File: src/wdg_pkg.sv
package wdg_pkg;
  // ==========================================
  // Register offsets
  localparam logic [11:0] CON0_OFS = 12'h000;
  localparam logic [11:0] CON1_OFS = 12'h004;
  localparam logic [11:0] STAT_OFS = 12'h008;
  localparam logic [11:0] IRQS_OFS = 12'h00C;
  localparam logic [11:0] IRQM_OFS = 12'h010;
  localparam logic [11:0] PMOD_OFS = 12'h014;
  // ==========================================
  // Control word fields
  localparam int LOCK_BIT = 0;
  localparam int GUARD_BIT = 1;
  localparam int PW_LSB = 2;
  localparam int PW_MSB = 15;
  localparam int RLD_LSB = 16;
  localparam int FIX_PW_BITS = 8;
  localparam logic [7:0] FIX_PW = 8'h3C;
  localparam logic [5:0] USR_PW_RST = 6'h00;
  localparam logic [15:0] RLD_RST = 16'hFFFC;
  localparam logic [15:0] FIX_RLD = 16'hFFFC;
  localparam logic [15:0] WAKE_FROM = 16'h7FFF;
  localparam logic [15:0] WAKE_TO = 16'h8000;
  // Control register 1 fields
  localparam int DIS_BIT = 0;
  localparam int SLOW_BIT = 1;
  // ==========================================
  // Timing
  localparam int DIV_FAST = 256;
  localparam int DIV_SLOW = 16384;
  localparam int ACC_WIN_CYC = 4;
  // Interrupt status bits
  localparam int EV_ACC = 0;
  localparam int EV_OVF = 1;
  localparam int EV_PRE = 2;
  localparam int EV_WAKE = 3;
  localparam int NEV = 4;
  typedef enum logic [1:0] {PM_RUN, PM_IDLE, PM_SLEEP} wdg_pm_t;
  typedef struct packed {
    logic [11:0] addr;
    logic        wr;
    logic [31:0] wdata;
  } wdg_req_t;
endpackage

File: src/wdg_div.sv
`timescale 1ns/100ps
module wdg_div
  import wdg_pkg::*;
#(
  parameter int SLOW = DIV_SLOW,
  parameter int FAST = DIV_FAST
) (
  input wire logic i_clk,
  input wire logic i_rst,
  input wire logic i_sel_slow,
  output logic o_tick
);
  localparam int W = $clog2(SLOW);
  logic [W-1:0] cnt_ff;
  logic [W-1:0] lim;
  if (FAST < 2 || SLOW <= FAST) begin : g_bad_div
    $error("wdg_div: bad divider values");
  end
  assign lim = i_sel_slow ? W'(SLOW - 1) : W'(FAST - 1);
  always_ff @(posedge i_clk or posedge i_rst) begin
    if (i_rst) begin
      cnt_ff <= '0;
      o_tick <= 1'b0;
    end else if (cnt_ff >= lim) begin
      cnt_ff <= '0;
      o_tick <= 1'b1;
    end else begin
      cnt_ff <= cnt_ff + 1'b1;
      o_tick <= 1'b0;
    end
  end
endmodule

File: src/wdg_unit.sv
// The placing of the registers and register access over APB were decided locally.
`timescale 1ns/100ps
module wdg_unit
  import wdg_pkg::*;
#(
  parameter int SLOW_DIV = DIV_SLOW,
  parameter int FAST_DIV = DIV_FAST
) (
  // Clock and reset
  input wire logic I_CLK,
  input wire logic I_RST,
  // APB slave
  input wire logic I_PSEL,
  input wire logic I_PENABLE,
  input wire logic I_PWRITE,
  input wire logic [11:0] I_PADDR,
  input wire logic [31:0] I_PWDATA,
  output logic [31:0] O_PRDATA,
  output logic O_PREADY,
  output logic O_PSLVERR,
  // System side
  input wire logic I_SUPERVISOR,
  input wire logic I_NMI_PIN,
  input wire logic I_IRQ_PEND,
  output logic O_PROT_WR_OK,
  output logic O_LOCK,
  output logic O_NMI,
  output logic O_SYS_RST,
  output logic O_WAKE,
  output logic O_IRQ
);
  // ==========================================
  // Bus decode
  wdg_req_t req;
  logic acc;
  logic wr_en;
  logic [11:0] ofs;
  logic mapped;
  assign req = '{addr: I_PADDR, wr: I_PWRITE, wdata: I_PWDATA};
  assign acc = I_PSEL && I_PENABLE && !O_PREADY;
  assign wr_en = acc && req.wr;
  assign ofs = {req.addr[11:2], 2'b00};
  assign mapped = (ofs <= PMOD_OFS);

  logic [15:0] rld_ff;
  logic [5:0] usr_pw_ff;
  logic lock_ff;
  logic armed_ff;
  logic [7:0] win_ff;
  logic dis_ff;
  logic slow_ff;
  logic [15:0] cnt_ff;
  logic pre_ff;
  logic wd_rst_seen_ff;
  logic hold_ff;
  logic sys_rst_ff;
  logic [NEV-1:0] sts_ff;
  logic [NEV-1:0] msk_ff;
  logic [1:0] nmi_sync_ff;
  logic nmi_old_ff;
  wdg_pm_t pm_ff;
  logic tick;

  function automatic logic pw_ok(input logic [31:0] d, input logic [5:0] up);
    return d[PW_MSB:PW_LSB] == {FIX_PW, up};
  endfunction

  // ==========================================
  // Service access sequence
  logic con0_wr;
  logic bad_pw;
  logic bad_guard;
  logic timeout;
  logic acc_err;
  logic good_svc;
  assign con0_wr = wr_en && ofs == CON0_OFS;
  assign bad_pw = con0_wr && !armed_ff && !pw_ok(req.wdata, usr_pw_ff);
  assign bad_guard = con0_wr && armed_ff && !req.wdata[GUARD_BIT];
  assign timeout = armed_ff && win_ff == 8'(ACC_WIN_CYC);
  assign acc_err = bad_pw || bad_guard || timeout;
  assign good_svc = con0_wr && armed_ff && req.wdata[GUARD_BIT] && !timeout;

  always_ff @(posedge I_CLK or posedge I_RST) begin
    if (I_RST) begin
      armed_ff <= 1'b0;
      win_ff <= '0;
    end else if (acc_err || good_svc) begin
      armed_ff <= 1'b0;
      win_ff <= '0;
    end else if (con0_wr) begin
      armed_ff <= 1'b1;
      win_ff <= '0;
    end else if (armed_ff) begin
      win_ff <= win_ff + 1'b1;
    end
  end

  always_ff @(posedge I_CLK or posedge I_RST) begin
    if (I_RST) begin
      rld_ff <= RLD_RST;
      usr_pw_ff <= USR_PW_RST;
      lock_ff <= 1'b1;
    end else if (good_svc) begin
      rld_ff <= req.wdata[31:RLD_LSB];
      usr_pw_ff <= req.wdata[PW_LSB+5:PW_LSB];
      lock_ff <= req.wdata[LOCK_BIT];
    end
  end

  always_ff @(posedge I_CLK or posedge I_RST) begin
    if (I_RST) begin
      dis_ff <= 1'b0;
      slow_ff <= 1'b1;
    end else if (wr_en && ofs == CON1_OFS && !lock_ff) begin
      dis_ff <= req.wdata[DIS_BIT];
      slow_ff <= req.wdata[SLOW_BIT];
    end
  end

  // ==========================================
  // Counter and prewarning
  wdg_div #(.SLOW(SLOW_DIV), .FAST(FAST_DIV)) u_div (
    .i_clk(I_CLK),
    .i_rst(I_RST),
    .i_sel_slow(slow_ff),
    .o_tick(tick)
  );

  logic ovf;
  logic err_start;
  assign ovf = tick && cnt_ff == 16'hFFFF && !pre_ff;
  assign err_start = !pre_ff && (acc_err || (ovf && !dis_ff));

  always_ff @(posedge I_CLK or posedge I_RST) begin
    if (I_RST) begin
      cnt_ff <= RLD_RST;
    end else if (err_start) begin
      cnt_ff <= FIX_RLD;
    end else if (good_svc && !pre_ff) begin
      cnt_ff <= req.wdata[31:RLD_LSB];
    end else if (tick && !(dis_ff && !pre_ff)) begin
      cnt_ff <= (cnt_ff == 16'hFFFF) ? rld_ff : cnt_ff + 1'b1;
    end
  end

  logic pre_done;
  assign pre_done = pre_ff && tick && cnt_ff == 16'hFFFF;

  always_ff @(posedge I_CLK or posedge I_RST) begin
    if (I_RST) begin
      pre_ff <= 1'b0;
    end else if (err_start) begin
      pre_ff <= 1'b1;
    end else if (pre_done) begin
      pre_ff <= 1'b0;
    end
  end

  always_ff @(posedge I_CLK or posedge I_RST) begin
    if (I_RST) begin
      wd_rst_seen_ff <= 1'b0;
      hold_ff <= 1'b0;
      sys_rst_ff <= 1'b0;
    end else begin
      sys_rst_ff <= pre_done || hold_ff;
      if (pre_done) begin
        wd_rst_seen_ff <= 1'b1;
        if (wd_rst_seen_ff) begin
          hold_ff <= 1'b1;
        end
      end
    end
  end

  // ==========================================
  // Power mode and wake
  logic nmi_fall;
  logic cnt_wake;
  assign nmi_fall = nmi_old_ff && !nmi_sync_ff[1];
  assign cnt_wake = tick && cnt_ff == WAKE_FROM && !(dis_ff && !pre_ff) && !err_start;

  always_ff @(posedge I_CLK or posedge I_RST) begin
    if (I_RST) begin
      nmi_sync_ff <= 2'b11;
      nmi_old_ff <= 1'b1;
    end else begin
      nmi_sync_ff <= {nmi_sync_ff[0], I_NMI_PIN};
      nmi_old_ff <= nmi_sync_ff[1];
    end
  end

  logic wake_ev;
  assign wake_ev = cnt_wake || err_start || nmi_fall || I_IRQ_PEND;

  always_ff @(posedge I_CLK or posedge I_RST) begin
    if (I_RST) begin
      pm_ff <= PM_RUN;
    end else begin
      case (pm_ff)
        PM_RUN: begin
          if (wr_en && ofs == PMOD_OFS && req.wdata[1:0] == 2'd1) begin
            pm_ff <= PM_IDLE;
          end else if (wr_en && ofs == PMOD_OFS && req.wdata[1:0] == 2'd2) begin
            pm_ff <= PM_SLEEP;
          end
        end
        PM_IDLE, PM_SLEEP: begin
          if (wake_ev) begin
            pm_ff <= PM_RUN;
          end
        end
        default: begin
          pm_ff <= PM_RUN;
        end
      endcase
    end
  end

  // ==========================================
  // Interrupt status, set wins over clear
  logic [NEV-1:0] ev;
  assign ev = {cnt_wake, err_start, ovf, acc_err};
  always_ff @(posedge I_CLK or posedge I_RST) begin
    if (I_RST) begin
      sts_ff <= '0;
    end else if (wr_en && ofs == IRQS_OFS) begin
      sts_ff <= (sts_ff & ~req.wdata[NEV-1:0]) | ev;
    end else begin
      sts_ff <= sts_ff | ev;
    end
  end

  always_ff @(posedge I_CLK or posedge I_RST) begin
    if (I_RST) begin
      msk_ff <= '0;
    end else if (wr_en && ofs == IRQM_OFS) begin
      msk_ff <= req.wdata[NEV-1:0];
    end
  end

  // ==========================================
  // Registered outputs
  always_ff @(posedge I_CLK or posedge I_RST) begin
    if (I_RST) begin
      O_PREADY <= 1'b0;
      O_PSLVERR <= 1'b0;
      O_PRDATA <= '0;
    end else begin
      O_PREADY <= acc;
      O_PSLVERR <= acc && !mapped;
      O_PRDATA <= '0;
      if (acc && !req.wr) begin
        case (ofs)
          CON0_OFS: O_PRDATA <= {rld_ff, FIX_PW, usr_pw_ff, armed_ff, lock_ff};
          CON1_OFS: O_PRDATA <= {30'h0000_0000, slow_ff, dis_ff};
          STAT_OFS: O_PRDATA <= {cnt_ff, 8'h00, 4'h0, hold_ff, wd_rst_seen_ff,
                                 pre_ff, dis_ff};
          IRQS_OFS: O_PRDATA <= {28'h000_0000, sts_ff};
          IRQM_OFS: O_PRDATA <= {28'h000_0000, msk_ff};
          PMOD_OFS: O_PRDATA <= {30'h0000_0000, pm_ff};
          default: O_PRDATA <= '0;
        endcase
      end
    end
  end

  always_ff @(posedge I_CLK or posedge I_RST) begin
    if (I_RST) begin
      O_LOCK <= 1'b1;
      O_PROT_WR_OK <= 1'b0;
      O_NMI <= 1'b0;
      O_SYS_RST <= 1'b0;
      O_WAKE <= 1'b0;
      O_IRQ <= 1'b0;
    end else begin
      O_LOCK <= lock_ff;
      O_PROT_WR_OK <= I_SUPERVISOR && !lock_ff;
      O_NMI <= pre_ff;
      O_SYS_RST <= sys_rst_ff;
      O_WAKE <= (pm_ff != PM_RUN) && wake_ev;
      O_IRQ <= |(sts_ff & msk_ff);
    end
  end

  // ==========================================
  // Assertions
  prot_line_a: assert property (@(posedge I_CLK) disable iff (I_RST)
    O_PROT_WR_OK |-> ($past(I_SUPERVISOR) && !$past(lock_ff)))
    else $error("protect line open while locked");
  nmi_first_a: assert property (@(posedge I_CLK) disable iff (I_RST)
    $rose(sys_rst_ff) && !$past(hold_ff) |-> $past(pre_ff))
    else $error("reset without prewarning");
  err_pre_a: assert property (@(posedge I_CLK) disable iff (I_RST)
    (bad_pw || bad_guard) && !pre_ff |=> pre_ff ##1 O_NMI)
    else $error("access error did not start prewarning");
  win_a: assert property (@(posedge I_CLK) disable iff (I_RST)
    $rose(armed_ff) |-> ##[1:5] !armed_ff)
    else $error("service window not bounded");
  ovf_a: assert property (@(posedge I_CLK) disable iff (I_RST)
    ovf && !dis_ff |=> pre_ff && cnt_ff == FIX_RLD)
    else $error("overflow did not start prewarning");
  dis_a: assert property (@(posedge I_CLK) disable iff (I_RST)
    dis_ff && !pre_ff && !acc_err && !good_svc |=> $stable(cnt_ff))
    else $error("disabled counter moved");
  hold_a: assert property (@(posedge I_CLK) disable iff (I_RST)
    hold_ff |=> hold_ff && sys_rst_ff)
    else $error("double reset hold released");
  reload_a: assert property (@(posedge I_CLK) disable iff (I_RST)
    good_svc && !pre_ff && !err_start |=> cnt_ff == $past(req.wdata[31:16]))
    else $error("service did not reload");
  con1_lock_a: assert property (@(posedge I_CLK) disable iff (I_RST)
    wr_en && ofs == CON1_OFS && lock_ff |=> $stable(dis_ff) && $stable(slow_ff))
    else $error("control write passed the lock");
  fix_rld_a: assert property (@(posedge I_CLK) disable iff (I_RST)
    err_start |=> cnt_ff == FIX_RLD)
    else $error("prewarning reload not fixed");
  wake_a: assert property (@(posedge I_CLK) disable iff (I_RST)
    cnt_wake && pm_ff != PM_RUN |=> pm_ff == PM_RUN && O_WAKE)
    else $error("count wake missed");
  svc_c: cover property (@(posedge I_CLK) disable iff (I_RST) good_svc);
  pre_c: cover property (@(posedge I_CLK) disable iff (I_RST) $rose(pre_ff));
  rst_c: cover property (@(posedge I_CLK) disable iff (I_RST) $rose(O_SYS_RST));
  wake_c: cover property (@(posedge I_CLK) disable iff (I_RST) O_WAKE);
endmodule

File: config.mk
export PLATFORM = sky130hd
export DESIGN_NAME = wdg_unit
export DESIGN_NICKNAME = d
export VERILOG_FILES = /design/src/wdg_pkg.sv /design/src/wdg_div.sv /design/src/wdg_unit.sv
export SDC_FILE = /design/constraint.sdc
export NUM_CORES = 1
export LEC_CHECK = 0
export ABC_CLOCK_PERIOD_IN_PS = 4300
export BUFFER_PORTS_ARGS = -buffer_cell sky130_fd_sc_hd__buf_4
export CAP_MARGIN = 0
export CORE_UTILIZATION = 57
export DETAILED_ROUTE_END_ITERATION = 8
export PLACE_DENSITY = 0.8
export SETUP_SLACK_MARGIN = 0.02
export SLEW_MARGIN = 10
export SYNTH_ARGS = -nofsm -noshare
export SYNTH_HDL_FRONTEND = slang
export SYNTH_SLANG_ARGS = --single-unit
File: constraint.sdc
create_clock -name I_CLK -period 4.3 [get_ports I_CLK]
set_input_delay 0.86 -clock I_CLK [delete_from_list [all_inputs] [get_ports I_CLK]]
set_output_delay 0.86 -clock I_CLK [all_outputs]
set_load 0.01 [all_outputs]
Yosys cells after proc, flatten, opt, wreduce, memory -nomap -nowiden
Cells that the tools add are included.

word-level totals
  register bits after elaboration = 122
  input port bits = 52

cells by class
  magnitude comparators = 2
  reductions and logical operators = 67
  multiplexer cells = 21
  bitwise operators = 5
  equal/unequal tests = 15
  add/sub/neg operators = 3

operator list
  kind                                                              number
  case mux 32 bit (6 select lines)                                  1
  two-way mux 16 bit                                                4
  logical AND 1 bit                                                 35
  two-way mux 32 bit                                                1
  two-way mux 14 bit                                                2
  two-way mux 8 bit                                                 3
  == test 10 x 2 -> 1 bit (second input constant)                   2
  == test 10 x 3 -> 1 bit (second input constant)                   2
  adder 16 x 1 -> 16 bit (second input constant)                    1
  == test 16 x 15 -> 1 bit (second input constant)                  1
  == test 16 bit (second input constant)                            1
  adder 14 x 1 -> 14 bit (second input constant)                    1
  == test 14 x 12 -> 1 bit                                          1
  >= comparator 14 bit                                              1
  logical NOT 1 bit                                                 13
  less-or-equal comparator 12 x 5 -> 1 bit (second input constant)  1
  logical NOT 12 bit                                                1
  == test 10 x 1 -> 1 bit (second input constant)                   1
  adder 8 x 1 -> 8 bit (second input constant)                      1
  bitwise AND 4 bit                                                 2
  == test 8 x 3 -> 1 bit (second input constant)                    1
  logical OR 1 bit                                                  8
  OR 4 bit                                                          2
  two-way mux 2 bit                                                 3
  14 further kinds                                                  24

Depth between registers and ports, before layout
  depth in word-level cells = 17
  gate-level depth with buffers = 10
  mapped depth without buffers = 8

Modules after synthesis
From an unflattened synthesis, not the netlist that was laid out.

unflattened totals
  cell total of the unflattened synthesis = 616
  area, all modules = 6030.8 µm²

modules (own cells, without submodules)
  module    cells an instance  area each (µm²)  instances
  wdg_unit  536                5210.0           1
  wdg_div   80                 820.8            1

Worst setup path after synthesis
No wires, ideal clock.

  path type = input to register
  start point = input I_PADDR[8]
  end point = register msk_ff[0]
  data required time = 4175 ps
  arrival time = 2623 ps
  setup slack = 1552 ps
  stages = 6
  cell sequence = or4_4 -> buf_6 -> nor4_1 -> and3_1 -> clkbuf_1 -> mux2_2

between the ends
  longest elaborated chain between the ends = 2

ends and longest elaborated chain
  item                     line             RTL
  from (decl)              wdg_unit.sv:16   input wire logic [11:0] I_PADDR,
  == test 10 x 3 -> 1 bit  wdg_unit.sv:236  end else if (wr_en && ofs == IRQM_OFS) begin
  logical AND 1 bit        wdg_unit.sv:236
  to (signal assigned)     wdg_unit.sv:237  msk_ff <= req.wdata[NEV-1:0];
  to (decl)                wdg_unit.sv:58   logic [NEV-1:0] msk_ff;

No other way between the ends.
A chain may end at the register's enable or synchronous reset.

Worst setup path after layout
  start point = register win_ff[0]
  end point = register rld_ff[1]

between the ends
  longest elaborated chain between the ends = 4

ends and longest elaborated chain
  item                    line             RTL
  from (decl)             wdg_unit.sv:49   logic [7:0] win_ff;
  from (signal assigned)  wdg_unit.sv:94   win_ff <= win_ff + 1'b1;
  == test 8 x 3 -> 1 bit  wdg_unit.sv:79   assign timeout = armed_ff && win_ff == 8'(ACC_WIN_CYC);
  logical AND 1 bit       wdg_unit.sv:79
  logical NOT 1 bit       wdg_unit.sv:81   assign good_svc = con0_wr && armed_ff && req.wdata[GUARD_BIT] && !timeout;
  logical AND 1 bit       wdg_unit.sv:81
  to (signal assigned)    wdg_unit.sv:104  rld_ff <= req.wdata[31:RLD_LSB];
  to (decl)               wdg_unit.sv:45   logic [15:0] rld_ff;

No other way between the ends.

==> metrics.txt <==
# TYPE chip_impl_metric gauge
chip_impl_info{name="outcome",value="complete, no violations"} 1
chip_impl_info{name="rsz0062_at_grt",value="no"} 1
chip_impl_metric{name="wl_per_cell",unit="um"} 18.4
chip_impl_metric{name="vias_per_cell",unit=""} 6.05
chip_impl_info{name="mostFrequentLayoutCell",value="buf_4"} 1
chip_impl_info{name="reg2reg_to",value="rld_ff[1]"} 1
chip_impl_metric{name="netlist_instances",unit=""} 561
chip_impl_metric{name="synth-seq-area-share",unit=""} 0.501
chip_impl_metric{name="finalCriticalPeriod",unit="ns"} 2.86
chip_impl_metric{name="hold_violations",unit=""} 0
chip_impl_info{name="synth.largest_area_cell",value="dfrtp_1"} 1
chip_impl_metric{name="seqPwrFrac",unit=""} 0.406
chip_impl_metric{name="power_frac_comb",unit=""} 0.035
chip_impl_info{name="hp-start",value="sys_rst_ff"} 1
chip_impl_metric{name="r2r.worst_path.cells",unit=""} 7
chip_impl_metric{name="detailedPlace.worstSlack",unit="ns"} 1.12
chip_impl_metric{name="port_buffers",unit=""} 85
chip_impl_info{name="mostFrequentLayoutCells",value="buf_4, dfrtp_1, nor2_1"} 1
chip_impl_metric{name="power.ir.vdd_worst",unit="uV"} 287
chip_impl_metric{name="fin_worst_skew",unit="ns"} 0.0103
chip_impl_metric{name="diode_count",unit=""} 0
chip_impl_metric{name="power.total",unit="W"} 0.00269
chip_impl_info{name="routed.top_layer",value="met4"} 1
chip_impl_metric{name="wire_length_of_the_first_global_routing_pass",unit="mm"} 23.2
chip_impl_metric{name="max_freq",unit="MHz"} 349
chip_impl_info{name="critical-path-top-delay-family",value="simple AND/OR/NAND/NOR gates"} 1
chip_impl_metric{name="cp_num_buf_inv",unit=""} 2
chip_impl_metric{name="floorplan.core_area",unit="um^2"} 9860
chip_impl_metric{name="ctsResizeCount",unit=""} 0
chip_impl_metric{name="met1Wirelength",unit="mm"} 5.89
chip_impl_metric{name="layout_worst_path_cycle_share",unit=""} 0.666
chip_impl_metric{name="worst_path_depth",unit=""} 7
chip_impl_metric{name="warnings_synthesis",unit=""} 0
chip_impl_metric{name="async_reset_ff_frac",unit=""} 1.00
chip_impl_metric{name="finalWeightedCongestion",unit=""} 0.877
chip_impl_metric{name="cpPeakStageDelay",unit="ns"} 0.50
chip_impl_metric{name="final_hold_slack",unit="ns"} 0.375
chip_impl_metric{name="gr-total-overflow",unit=""} 0
chip_impl_metric{name="start_util",unit=""} 0.591
chip_impl_metric{name="total_negative_slack_for_setup_checks",unit="ns"} 0
chip_impl_metric{name="timing_worst_slew_pin_value",unit="ns"} 0.997
chip_impl_metric{name="final_antenna_net_count",unit=""} 0
chip_impl_metric{name="slew_headroom",unit=""} 0.331
chip_impl_metric{name="ys_seq_elements",unit=""} 115
chip_impl_metric{name="final_critical_path_setup_slack",unit="ns"} 1.44
chip_impl_metric{name="power-per-cell-area",unit="nW/um^2"} 375
chip_impl_metric{name="post-dp-hpwl",unit="mm"} 9.70
chip_impl_info{name="start_kind",value="register"} 1
chip_impl_metric{name="syn2layout_area_growth",unit="%"} 23.2
chip_impl_metric{name="detail_route.iter0.violations",unit=""} 330
chip_impl_metric{name="final_nets",unit=""} 706
chip_impl_info{name="critical_path_destination",value="rld_ff[1]"} 1
chip_impl_metric{name="fillers",unit=""} 684
chip_impl_info{name="cts_tree",value="done"} 1
chip_impl_metric{name="detailroute.wirelength.met3",unit="mm"} 1.23
chip_impl_metric{name="cts.sinks",unit=""} 115
chip_impl_metric{name="grt_max_degree",unit=""} 68
chip_impl_info{name="highest_delay_cell_along_the_critical_path",value="nand3_1"} 1
chip_impl_metric{name="floorplan.die.width",unit="um"} 103
chip_impl_metric{name="finalSetupViolations",unit=""} 0
chip_impl_metric{name="dr_total_vias",unit=""} 4773
chip_impl_info{name="regToRegStartpoint",value="win_ff[0]"} 1
chip_impl_metric{name="sw_frac_of_total",unit=""} 0.203
chip_impl_metric{name="antenna_found_initial",unit=""} 0
chip_impl_metric{name="drt_wl_total",unit="mm"} 14.5
chip_impl_metric{name="critical_path_arrival",unit="ns"} 3.26
chip_impl_metric{name="synth-edff-count",unit=""} 0
chip_impl_info{name="synth-main-ff-cell",value="dfrtp_1"} 1
chip_impl_info{name="crit_path_cell_trace",value="inv_1 -> ha_1 -> nor4b_1 -> nand4_1 -> nand3_1 -> buf_4 -> mux2_2"} 1
chip_impl_info{name="hold_path.class",value="reg2reg"} 1
chip_impl_metric{name="cp_max_fo",unit=""} 16
chip_impl_metric{name="global_route.usage.total",unit=""} 0.292
chip_impl_info{name="cts_root_buffer",value="clkbuf_8"} 1
chip_impl_metric{name="critical_path_required",unit="ns"} 4.70
chip_impl_metric{name="number_of_cts_inserted_buffers",unit=""} 17
chip_impl_metric{name="clock_network_power_share",unit=""} 0.559
chip_impl_metric{name="ios",unit=""} 92
chip_impl_metric{name="synth.cell_area",unit="um^2"} 5830
chip_impl_metric{name="cts_setup_buffers",unit=""} 0
chip_impl_metric{name="h-tree-depth",unit=""} 4
chip_impl_metric{name="design.die.area",unit="um^2"} 10600
chip_impl_metric{name="layout-drive-gt1-share",unit=""} 0.313
chip_impl_metric{name="met2_wirelength",unit="mm"} 7.08
chip_impl_metric{name="insertion_delay",unit="ns"} 0.53
chip_impl_metric{name="yosys.cell_types.count",unit=""} 72
chip_impl_metric{name="die_h",unit="um"} 103
chip_impl_metric{name="drt_first_pass_iters",unit=""} 6
chip_impl_metric{name="clockBufferDepth",unit=""} 2
chip_impl_info{name="yosys-top-cells-area",value="dfrtp_1, dfstp_2, mux2_2"} 1
chip_impl_metric{name="clock_pin_slew_worst_setup_and_hold_paths",unit="ns"} 0.06
chip_impl_metric{name="grt_pass1_vias",unit=""} 4718
chip_impl_metric{name="rrSetupSlack",unit="ns"} 1.44
chip_impl_info{name="critPathCaptureType",value="register"} 1
chip_impl_metric{name="placed_cells",unit=""} 757
chip_impl_metric{name="filler_free_cell_count_of_the_finished_design",unit=""} 789
chip_impl_metric{name="rows",unit=""} 36
chip_impl_metric{name="power.internal",unit="W"} 0.00215
chip_impl_info{name="crit_type",value="reg2reg"} 1
chip_impl_metric{name="cts.hold.buffers_added",unit=""} 0
chip_impl_metric{name="cap_viol_max_count",unit=""} 0
chip_impl_info{name="timing.critical_path.from",value="win_ff[0]"} 1
chip_impl_metric{name="power.static_leakage",unit="nW"} 3.34
chip_impl_metric{name="switch_pwr",unit="W"} 0.000546
chip_impl_metric{name="drc",unit=""} 0
chip_impl_metric{name="average_cell_area_after_synthesis",unit="um^2"} 10.4
chip_impl_metric{name="yosys.area.top_type_share",unit=""} 0.347
chip_impl_metric{name="report.final.slew_viol_count",unit=""} 0
## synth_stat cells (all sizes together), types with 4 or more instances
cell,n
nand2,49
dfstp,34
or4,4
ha,11
nand2b,6
a31oi,4
nor3,10
a21oi,20
a22o,9
nand3,29
nand4,13
nor4,8
inv,18
buf,20
mux2,30
nor2,51
o22ai,4
and3,15
o21ai,20
and2,8
clkbuf,16
a22oi,15
nor4b,4
dfrtp,81
xnor2,14
xor2,13
mux2i,6
## metrics by stage
step                area (um^2)  utilization
floorplan                  5840            -
global placement           6550        0.664
detailed placement         6550        0.664
CTS                        7190        0.729
global route               7190        0.729
finish                     7190        0.729
## flip-flops by register name, indices dropped and copies added (netlist names), 2 cells and up
name	cells
O_PRDATA	25
cnt_ff	16
msk_ff	4
nmi_sync_ff	2
pm_ff	2
rld_ff	16
sts_ff	4
u_div.cnt_ff	14
usr_pw_ff	6
win_ff	8
## cell type report
cell class                 count  area, um^2  share of cell area
sequential                   115        2920               0.406
inverter                      18        70.1             0.00975
clock inverter                 9         150              0.0209
tap                          133         166              0.0232
clock buffer                  23         487              0.0677
timing repair buffer          96         721               0.100
multi-input combinational    395        2670               0.372
## layer usage
metal | global-route usage | vias to the layer above
li1 | - | 2174
met1 | 0.381 | 2322
met2 | 0.475 | 236
met3 | 0.0658 | 41
met4 | 0.119 | 0
met5 | 0 | -
## worst min path at each step
| stage | cells after the start | to | slack, ns |
|---|---|---|---|
| after floorplan | 0 | O_SYS_RST | 0.33 |
| after global placement | 0 | O_SYS_RST | 0.34 |
| after detailed placement | 0 | O_SYS_RST | 0.34 |
| after CTS | 0 | nmi_old_ff | 0.37 |
| after global routing | 0 | nmi_old_ff | 0.37 |
| final | 0 | O_SYS_RST | 0.37 |
## power groups by stage
| stage | sequential (W) | clock, W | combinational, W |
|---|---|---|---|
| global placement | 0.00111 | 0 | 0.0000927 |
| detailed placement | 0.00111 | 0 | 0.0000948 |
| floorplan | 0.00111 | 0 | 0.0000405 |
| CTS | 0.00109 | 0.00151 | 0.0000964 |
| global route | 0.00109 | 0.00156 | 0.000105 |
| finish | 0.00109 | 0.00150 | 0.0000946 |
## logic make-up after synthesis
group	Yosys count	synth area share
muxes	37	0.0721
and+or+nand+nor	212	0.195
AOI/OAI and AO/OA	104	0.123
DFF	115	0.501
xor gates and xnor gates	27	0.0405
buffers and inverters	54	0.0442
other	1	0.000643
adders and majority gates	11	0.0236
Power figures use the tool's default switching activity.
